--- src/msc_defines.svh ---
`ifndef MSC_DEFINES_SVH
`define MSC_DEFINES_SVH
// register byte offsets
`define MSC_OFF_A 12'h000
`define MSC_OFF_B 12'h004
`define MSC_OFF_STAT 12'h008
// reset values
`define MSC_RST_A 16'h0fff
`define MSC_RST_B 16'hffff
// reserved bits forced to one
`define MSC_RSV_A 16'h00de
`define MSC_RSV_B 16'h601f
// field positions
`define MSC_ALL_STOP_EN_BIT 15
`define MSC_DMA_BIT 13
`define MSC_XFER_BIT 12
`define MSC_TIMER_LO 8
`define MSC_DAC_BIT 5
`define MSC_PULSE_TIMER_BIT 0
`define MSC_PULSE_GEN_BIT 15
`define MSC_SERIAL_LO 8
`define MSC_I2C0_BIT 6
`define MSC_BRK_BIT 5
`define MSC_RESP_OKAY 2'b00
`define MSC_RESP_SLVERR 2'b10
`endif

--- src/msc_pkg.sv ---
package msc_pkg;
  typedef struct packed {
    logic dma;
    logic transfer_ctrl;
    logic [3:0] timer;
    logic dac;
    logic pulse_timer;
    logic pulse_gen;
    logic [4:0] serial;
    logic [1:0] i2c;
    logic break_ctrl;
  } msc_stop_s;
  typedef enum logic [1:0] {
    MSC_RUN = 2'b00,
    MSC_ALL_STOP = 2'b01
  } msc_mode_e;
  typedef struct packed {
    logic [15:0] ctrl_a;
    logic [15:0] ctrl_b;
    msc_mode_e mode;
    logic awv;
    logic [11:0] awaddr;
    logic wv;
    logic [31:0] wdata;
    logic [3:0] wstrb;
    logic bvalid;
    logic [1:0] bresp;
    logic rvalid;
    logic [31:0] rdata;
    logic [1:0] rresp;
  } msc_state_s;
endpackage

--- src/msc_top.sv ---
// Functional notes
// - one stops a module, zero releases it
// - enable plus all stopped plus sleep raises all_clock_stop
// - all-clock-stop enable resets to zero
// - bits 13,12 gate dma, transfer; reset zero
// - bits 11..8 gate timer pairs; reset one
// - bit 5 gates converter; reset one
// - bit 0 gates pulse timer; reset one
// - register a reserved bits read one
// - register b bit 15 gates pulse generator
// - bits 12..8 gate serial channels
// - bits 7,6 gate i2c ports one, zero
// - bit 5 gates break controller
// - register b reserved bits read one
`timescale 1ns/100ps
`default_nettype none
`include "msc_defines.svh"
module msc_top (
  input wire logic aclk,
  input wire logic aresetn,
  input wire logic [11:0] s_axi_awaddr,
  input wire logic s_axi_awvalid,
  output logic s_axi_awready,
  input wire logic [31:0] s_axi_wdata,
  input wire logic [3:0] s_axi_wstrb,
  input wire logic s_axi_wvalid,
  output logic s_axi_wready,
  output logic [1:0] s_axi_bresp,
  output logic s_axi_bvalid,
  input wire logic s_axi_bready,
  input wire logic [11:0] s_axi_araddr,
  input wire logic s_axi_arvalid,
  output logic s_axi_arready,
  output logic [31:0] s_axi_rdata,
  output logic [1:0] s_axi_rresp,
  output logic s_axi_rvalid,
  input wire logic s_axi_rready,
  input wire logic sleep_exec,
  output msc_pkg::msc_stop_s module_stop,
  output logic all_clock_stop
);
  import msc_pkg::*;

  msc_state_s st_reg;
  msc_state_s st_next;
  logic do_write;
  logic do_read;

  // ----------------------------------------
  // helpers
  // ----------------------------------------
  // reserved bits are forced so they always read one
  function automatic logic [15:0] merge16(input logic [15:0] old,
                                          input logic [15:0] wd,
                                          input logic [1:0] be,
                                          input logic [15:0] rsv);
    logic [15:0] v;
    v = old;
    if (be[0]) begin
      v[7:0] = wd[7:0];
    end
    if (be[1]) begin
      v[15:8] = wd[15:8];
    end
    merge16 = v | rsv;
  endfunction

  function automatic logic all_stopped(input logic [15:0] a,
                                       input logic [15:0] b);
    all_stopped = (&(a[14:0] | 15'h4000)) && (&b);
  endfunction

  // read and write paths share one address decode
  function automatic logic [9:0] word_index(input logic [11:0] off);
    word_index = off[11:2];
  endfunction

  // ----------------------------------------
  // bus handshakes
  // ----------------------------------------
  // address and data latch separately so either may come first
  assign s_axi_awready = !st_reg.awv && !st_reg.bvalid;
  assign s_axi_wready = !st_reg.wv && !st_reg.bvalid;
  assign s_axi_arready = !st_reg.rvalid;
  assign do_write = st_reg.awv && st_reg.wv && !st_reg.bvalid;
  assign do_read = s_axi_arvalid && !st_reg.rvalid;

  // ----------------------------------------
  // next state
  // ----------------------------------------
  always_comb begin
    st_next = st_reg;
    if (s_axi_awvalid && s_axi_awready) begin
      st_next.awv = 1'b1;
      st_next.awaddr = s_axi_awaddr;
    end
    if (s_axi_wvalid && s_axi_wready) begin
      st_next.wv = 1'b1;
      st_next.wdata = s_axi_wdata;
      st_next.wstrb = s_axi_wstrb;
    end
    if (do_write) begin
      st_next.awv = 1'b0;
      st_next.wv = 1'b0;
      st_next.bvalid = 1'b1;
      st_next.bresp = `MSC_RESP_OKAY;
      case (st_reg.awaddr[11:2])
        word_index(`MSC_OFF_A): begin
          st_next.ctrl_a = merge16(st_reg.ctrl_a, st_reg.wdata[15:0],
                                   st_reg.wstrb[1:0], `MSC_RSV_A);
        end
        word_index(`MSC_OFF_B): begin
          st_next.ctrl_b = merge16(st_reg.ctrl_b, st_reg.wdata[15:0],
                                   st_reg.wstrb[1:0], `MSC_RSV_B);
        end
        word_index(`MSC_OFF_STAT): begin
        end
        default: begin
          st_next.bresp = `MSC_RESP_SLVERR;
        end
      endcase
    end
    if (st_reg.bvalid && s_axi_bready) begin
      st_next.bvalid = 1'b0;
    end
    if (st_reg.rvalid && s_axi_rready) begin
      st_next.rvalid = 1'b0;
    end
    if (do_read) begin
      st_next.rvalid = 1'b1;
      st_next.rresp = `MSC_RESP_OKAY;
      st_next.rdata = 32'h0;
      case (s_axi_araddr[11:2])
        word_index(`MSC_OFF_A): begin
          st_next.rdata = {16'h0, st_reg.ctrl_a | `MSC_RSV_A};
        end
        word_index(`MSC_OFF_B): begin
          st_next.rdata = {16'h0, st_reg.ctrl_b | `MSC_RSV_B};
        end
        word_index(`MSC_OFF_STAT): begin
          st_next.rdata = {31'h0, st_reg.mode == MSC_ALL_STOP};
        end
        default: begin
          st_next.rresp = `MSC_RESP_SLVERR;
        end
      endcase
    end
    // all-clock-stop entered on sleep, left when sleep drops
    case (st_reg.mode)
      MSC_RUN: begin
        if (sleep_exec && st_reg.ctrl_a[`MSC_ALL_STOP_EN_BIT]
            && all_stopped(st_reg.ctrl_a, st_reg.ctrl_b)) begin
          st_next.mode = MSC_ALL_STOP;
        end
      end
      MSC_ALL_STOP: begin
        if (!sleep_exec) begin
          st_next.mode = MSC_RUN;
        end
      end
      default: begin
        st_next.mode = MSC_RUN;
      end
    endcase
  end

  // ----------------------------------------
  // state register
  // ----------------------------------------
  always_ff @(posedge aclk) begin
    if (!aresetn) begin
      st_reg <= '0;
      st_reg.ctrl_a <= `MSC_RST_A;
      st_reg.ctrl_b <= `MSC_RST_B;
      st_reg.mode <= MSC_RUN;
    end else begin
      st_reg <= st_next;
    end
  end

  // ----------------------------------------
  // outputs
  // ----------------------------------------
  assign s_axi_bvalid = st_reg.bvalid;
  assign s_axi_bresp = st_reg.bresp;
  assign s_axi_rvalid = st_reg.rvalid;
  assign s_axi_rdata = st_reg.rdata;
  assign s_axi_rresp = st_reg.rresp;
  assign all_clock_stop = (st_reg.mode == MSC_ALL_STOP);

  always_comb begin
    module_stop.dma = st_reg.ctrl_a[`MSC_DMA_BIT];
    module_stop.transfer_ctrl = st_reg.ctrl_a[`MSC_XFER_BIT];
    module_stop.timer = st_reg.ctrl_a[`MSC_TIMER_LO +: 4];
    module_stop.dac = st_reg.ctrl_a[`MSC_DAC_BIT];
    module_stop.pulse_timer = st_reg.ctrl_a[`MSC_PULSE_TIMER_BIT];
    module_stop.pulse_gen = st_reg.ctrl_b[`MSC_PULSE_GEN_BIT];
    module_stop.serial = st_reg.ctrl_b[`MSC_SERIAL_LO +: 5];
    module_stop.i2c = st_reg.ctrl_b[`MSC_I2C0_BIT +: 2];
    module_stop.break_ctrl = st_reg.ctrl_b[`MSC_BRK_BIT];
  end

  // ----------------------------------------
  // checks
  // ----------------------------------------
  property p_stop_follow;
    @(posedge aclk) disable iff (!aresetn)
    (do_write && st_reg.awaddr == `MSC_OFF_A && st_reg.wstrb[1])
      |=> module_stop.dma == $past(st_reg.wdata[13])
      && module_stop.timer == $past(st_reg.wdata[11:8]);
  endproperty
  a_stop_follow: assert property (p_stop_follow)
    else $error("stop output does not follow register");

  property p_all_stop;
    @(posedge aclk) disable iff (!aresetn)
    (sleep_exec && !all_clock_stop && st_reg.ctrl_a[15]
     && (&st_reg.ctrl_a[13:0]) && (&st_reg.ctrl_b)) |=> all_clock_stop;
  endproperty
  a_all_stop: assert property (p_all_stop)
    else $error("all clock stop not entered");

  property p_no_stop_acse0;
    @(posedge aclk) disable iff (!aresetn)
    (!all_clock_stop && !st_reg.ctrl_a[15]) |=> !all_clock_stop;
  endproperty
  a_no_stop_acse0: assert property (p_no_stop_acse0)
    else $error("all clock stop entered while disabled");

  property p_reset_a;
    @(posedge aclk) $rose(aresetn) |-> st_reg.ctrl_a == 16'h0fff;
  endproperty
  a_reset_a: assert property (p_reset_a)
    else $error("register a reset value wrong");

  property p_reset_b;
    @(posedge aclk) $rose(aresetn) |-> module_stop.serial == 5'h1f
      && module_stop.i2c == 2'h3 && module_stop.break_ctrl;
  endproperty
  a_reset_b: assert property (p_reset_b)
    else $error("register b reset value wrong");

  property p_rsv_a;
    @(posedge aclk) disable iff (!aresetn)
    (s_axi_arvalid && s_axi_arready && s_axi_araddr == `MSC_OFF_A)
      |=> (s_axi_rdata[15:0] & `MSC_RSV_A) == `MSC_RSV_A;
  endproperty
  a_rsv_a: assert property (p_rsv_a)
    else $error("reserved bits read wrong");

  property p_rsv_b;
    @(posedge aclk) disable iff (!aresetn)
    (st_reg.ctrl_b & 16'h601f) == 16'h601f;
  endproperty
  a_rsv_b: assert property (p_rsv_b)
    else $error("register b reserved bits cleared");

  property p_rsv_a_hold;
    @(posedge aclk) disable iff (!aresetn)
    (st_reg.ctrl_a & `MSC_RSV_A) == `MSC_RSV_A;
  endproperty
  a_rsv_a_hold: assert property (p_rsv_a_hold)
    else $error("register a reserved bits cleared");

  property p_bresp;
    @(posedge aclk) disable iff (!aresetn)
    (s_axi_bvalid && !s_axi_bready) |=> s_axi_bvalid;
  endproperty
  a_bresp: assert property (p_bresp)
    else $error("write response dropped early");

  property p_write_a_lo;
    @(posedge aclk) disable iff (!aresetn)
    (do_write && st_reg.awaddr == `MSC_OFF_A && st_reg.wstrb[0])
      |=> module_stop.dac == $past(st_reg.wdata[5])
      && module_stop.pulse_timer == $past(st_reg.wdata[0]);
  endproperty
  a_write_a_lo: assert property (p_write_a_lo)
    else $error("register a low byte write not applied");

  property p_write_b_hi;
    @(posedge aclk) disable iff (!aresetn)
    (do_write && st_reg.awaddr == `MSC_OFF_B && st_reg.wstrb[1])
      |=> module_stop.pulse_gen == $past(st_reg.wdata[15])
      && module_stop.serial == $past(st_reg.wdata[12:8]);
  endproperty
  a_write_b_hi: assert property (p_write_b_hi)
    else $error("register b high byte write not applied");

  property p_write_b_lo;
    @(posedge aclk) disable iff (!aresetn)
    (do_write && st_reg.awaddr == `MSC_OFF_B && st_reg.wstrb[0])
      |=> module_stop.i2c == $past(st_reg.wdata[7:6])
      && module_stop.break_ctrl == $past(st_reg.wdata[5]);
  endproperty
  a_write_b_lo: assert property (p_write_b_lo)
    else $error("register b low byte write not applied");

  property p_all_clock_stop_enable_reset;
    @(posedge aclk) $rose(aresetn)
      |-> !st_reg.ctrl_a[15] && !all_clock_stop;
  endproperty
  a_all_clock_stop_enable_reset: assert property (p_all_clock_stop_enable_reset)
    else $error("all clock stop enable not clear after reset");

  property p_reset_timers;
    @(posedge aclk) $rose(aresetn) |-> module_stop.timer == 4'hf
      && module_stop.dac && module_stop.pulse_timer;
  endproperty
  a_reset_timers: assert property (p_reset_timers)
    else $error("timer or converter stop bits wrong after reset");

  property p_reset_pg;
    @(posedge aclk) $rose(aresetn) |-> module_stop.pulse_gen
      && !module_stop.dma && !module_stop.transfer_ctrl;
  endproperty
  a_reset_pg: assert property (p_reset_pg)
    else $error("pulse generator or transfer stop bits wrong after reset");

  property p_all_stop_leave;
    @(posedge aclk) disable iff (!aresetn)
    (all_clock_stop && !sleep_exec) |=> !all_clock_stop;
  endproperty
  a_all_stop_leave: assert property (p_all_stop_leave)
    else $error("all clock stop held after sleep ended");

  property p_all_stop_need;
    @(posedge aclk) disable iff (!aresetn)
    $rose(all_clock_stop) |-> $past(sleep_exec) && $past(st_reg.ctrl_a[15])
      && (&$past(st_reg.ctrl_a[13:0])) && (&$past(st_reg.ctrl_b));
  endproperty
  a_all_stop_need: assert property (p_all_stop_need)
    else $error("all clock stop entered without its conditions");

  property p_no_stop_brk;
    @(posedge aclk) disable iff (!aresetn)
    (!all_clock_stop && !st_reg.ctrl_b[5]) |=> !all_clock_stop;
  endproperty
  a_no_stop_brk: assert property (p_no_stop_brk)
    else $error("all clock stop entered with break controller running");

  property p_ctrl_keep;
    @(posedge aclk) disable iff (!aresetn)
    (do_write && st_reg.awaddr[11:2] >= 10'h002)
      |=> $stable(st_reg.ctrl_a) && $stable(st_reg.ctrl_b);
  endproperty
  a_ctrl_keep: assert property (p_ctrl_keep)
    else $error("status or unmapped write changed a control register");

endmodule
`default_nettype wire

--- config.mk ---
export PLATFORM = sky130hd
export DESIGN_NAME = msc_top
export DESIGN_NICKNAME = d
export VERILOG_FILES = /design/src/msc_pkg.sv /design/src/msc_top.sv
export VERILOG_INCLUDE_DIRS = /design/src /design/src/src
export SDC_FILE = /design/constraint.sdc
export NUM_CORES = 1
export LEC_CHECK = 0
export ABC_CLOCK_PERIOD_IN_PS = 2400
export BUFFER_PORTS_ARGS = -buffer_cell sky130_fd_sc_hd__buf_4
export CAP_MARGIN = 30
export CORE_ASPECT_RATIO = 0.6
export CORE_MARGIN = 2
export CORE_UTILIZATION = 47
export DETAILED_ROUTE_END_ITERATION = 6
export PLACE_DENSITY = 0.79
export SYNTH_ARGS = -nofsm -noshare
export SYNTH_HDL_FRONTEND = slang
export SYNTH_SLANG_ARGS = --single-unit
--- constraint.sdc ---
create_clock -name aclk -period 2.4 [get_ports aclk]
set_input_delay 0.36 -clock aclk [delete_from_list [all_inputs] [get_ports aclk]]
set_output_delay 0.36 -clock aclk [all_outputs]
set_load 0.01 [all_outputs]
==> run_results.csv <==
group,metric,value,unit
layout,final_core_util,57.2,%
clocking,h-tree-depth,3,
grt,grt_usage,19.8,%
layout,syn_to_final_growth,18.7,%
sta,finalSetupViolations,0,
power,power_density,650,mW/mm^2
clocking,clockBufferDepth,2,
clocking,cts_resized,0,
layout,n_antenna_cell,0,
drt,avgViaCountPerCell,4.94,
placed_design,io_buffers,82,
floorplan,die-area,0.00691,mm^2
clocking,clkTransAtPathRegs,0.07,ns
setup_path,path_buf_inv,0,
grt,grt_max_degree,35,
layout,layout.nets,448,
setup_path,cp-start-kind,"flip-flop",
sta,period_share,80.5,%
setup_path,worst_setup_path_end_kind,"flip-flop",
setup_path,worstPathCellList,"or4_1 -> nor4_4 -> mux2i_1",
clocking,cts_buffers,9,
yosys,synth.ff_latch_count,63,
run_status,status,"finished clean",
clocking,root_buffer,"clkbuf_8",
drt,drtPass1Iterations,5,
grt,grtUsageMet1,26.8,%
yosys,synth_ff_type,"dfxtp_1",
floorplan,ioPinCount,127,
sta,finalSetupTns,0,ns
power,finalPower,2.26,mW
grt,grt-ovfl-total,0,
floorplan,die_w,106,um
sta,tightest_slew,0.602,ns
clocking,clock-sinks,63,
layout,instances_no_fill,469,
flow_run,maxCapViolCount,0,
sta,fin_crit,1.93,ns
sta,grt_setup_unrepaired,"false",
clocking,cts_hold_buf,0,
floorplan,die-height,65.2,um
drt,vias,2318,
drt,wirelength,6550,um
drt,ant_nets,0,
setup_path,slowest_delay,0.70,ns
sta,maxSlewHeadroom,59.6,%
layout,final_common_cell,"buf_4",
grt,grt_pass1_vias,2168,
sta,fmax,518,MHz
floorplan,row_count,22,
layout,nFillCells,578,
grt,antenna_found_initial,0,
drt,wl_per_cell,14.0,um
clocking,clock_latency,0.34,ns
yosys,avgSynthCellArea,8.75,um^2
setup_path,path_class,"flip-flop to flip-flop",
placed_design,dp_hpwl,4950,um
grt,grt_pass1_wl,10400,um
grt,use_met3,8.23,%
layout,largest_register_ffs,29,
floorplan,coreArea,0.00608,mm^2
yosys,yosysWarnings,0,
layout,layout_common_cells,"buf_4 (88), dfxtp_1 (63), nor2_1 (44), nand2_1 (38), mux2i_1 (36)",
yosys,seq_area_frac_synth,43.0,%
setup_path,cp_top_family,"simple AND/OR/NAND/NOR gates",
layout,drive_gt1_share,28.8,%
yosys,synth_area,0.00293,mm^2
yosys,synth_edf_count,0,
drt,drc_errors,0,
sta,fin_hold_ws,0.256,ns
placed_design,place_congestion,0.826,
setup_path,required,2.67,ns
grt,use_met2,28.2,%
sta,drv_slew,0,
sta,finalHoldViolations,0,
grt,grt-busiest-layer,"met2",
yosys,syn-instance-count,335,
placed_design,placed_cells,453,
setup_path,critPathMaxFanout,6,
drt,dr.first_iter.drc_count,121,
yosys,synth-async-reset-ratio,0,%
yosys,ys_types,30,
power,leakage,1.47,nW
setup_path,critPathSlowestCell,"or4_1",
sta,fin_worst_skew,0.00717,ns
setup_path,worst-endpoint-arrival,2.20,ns
min_path,min_path_type,"primary input to flip-flop",
floorplan,initial_utilization,48.2,%
power,ir_worst_vdd,0.242,mV
clocking,tritoncts,"yes",
clocking,postCtsSetupRepairBufs,0,
cells in the mapped netlist, types with 3 or more instances:
cell      number  share of area (%)
or4_1          4                1.0
nand3b_1       3               0.77
clkbuf_1      14                1.8
o21ai_0        7                1.2
mux2i_1       36                 12
nor2b_1        3               0.64
or3b_2         3               0.90
o21ai_1        4               0.68
buf_4         53                 14
nor2_1        44                5.6
dfxtp_1       63                 43
nand2b_1       5                1.1
a21oi_1       18                3.1
nand3_1       12                2.0
nand2_1       38                4.9
nand4_1        5                1.1
nor3_1         4               0.68
power by group:
group          leakage (nW)  total [mW]  switching [mW]  internal, mW
Clock                 0.100       0.888           0.385         0.503
Combinational         0.858       0.263           0.143         0.120
Sequential            0.513        1.11          0.0297          1.08
cell families after synthesis:
family          Yosys count  share of synthesized area [%]
flops                    63                           43.0
mux                      36                           12.3
other cells               1                          0.128
simple gates            129                           21.9
compound gates           33                           6.23
buf+inv                  73                           16.5
stage by stage:
step / worst slack [ns] / cell area [um^2]
3_5_place_dp: 0.305 / 3290
3_3_place_gp: 0.374 / 3290
5_1_grt: 0.360 / 3480
6_report: 0.469 / 3480
2_1_floorplan: 0.585 / 3000
4_1_cts: 0.461 / 3480
worst register-to-register path, stage by stage (launching register included):
cell	delay [ns]
dfxtp_1	0.31
or4_1	0.70
nor4_4	0.59
mux2i_1	0.27
worst paths after layout:
path / startpoint / endpoint / slack [ns] / cells after the start
worst max-delay path: st_reg[86]$_SDFFE_PN0P_ / module_stop[8]$_SDFFE_PN1P_ / 0.47 / 3
worst min-delay path: s_axi_awaddr[4] / st_reg[79]$_SDFFE_PN0P_ / 0.26 / 3
worst max register to register: st_reg[86]$_SDFFE_PN0P_ / module_stop[8]$_SDFFE_PN1P_ / 0.47 / 3
worst min register to register: st_reg[48]$_SDFFE_PN0P_ / st_reg[48]$_SDFFE_PN0P_ / 0.46 / 2
layer usage:
metal | vias up | wire length (um)
li1 | 1147 | -
met1 | 1085 | 3130
met2 | 77 | 2780
met3 | 9 | 548
met4 | 0 | 89
met5 | - | 0
area by class of cell:
type                       count  area [um^2]  share of cell area, %
sequential                    63         1260                   36.2
timing repair buffer          88          661                   19.0
tap                           84          105                   3.02
inverter                       2         7.51                  0.216
multi-input combinational    216         1260                   36.1
clock inverter                 4         45.0                   1.29
clock buffer                  12          145                   4.17
Note: power is estimated with default switching activity, not from simulation.
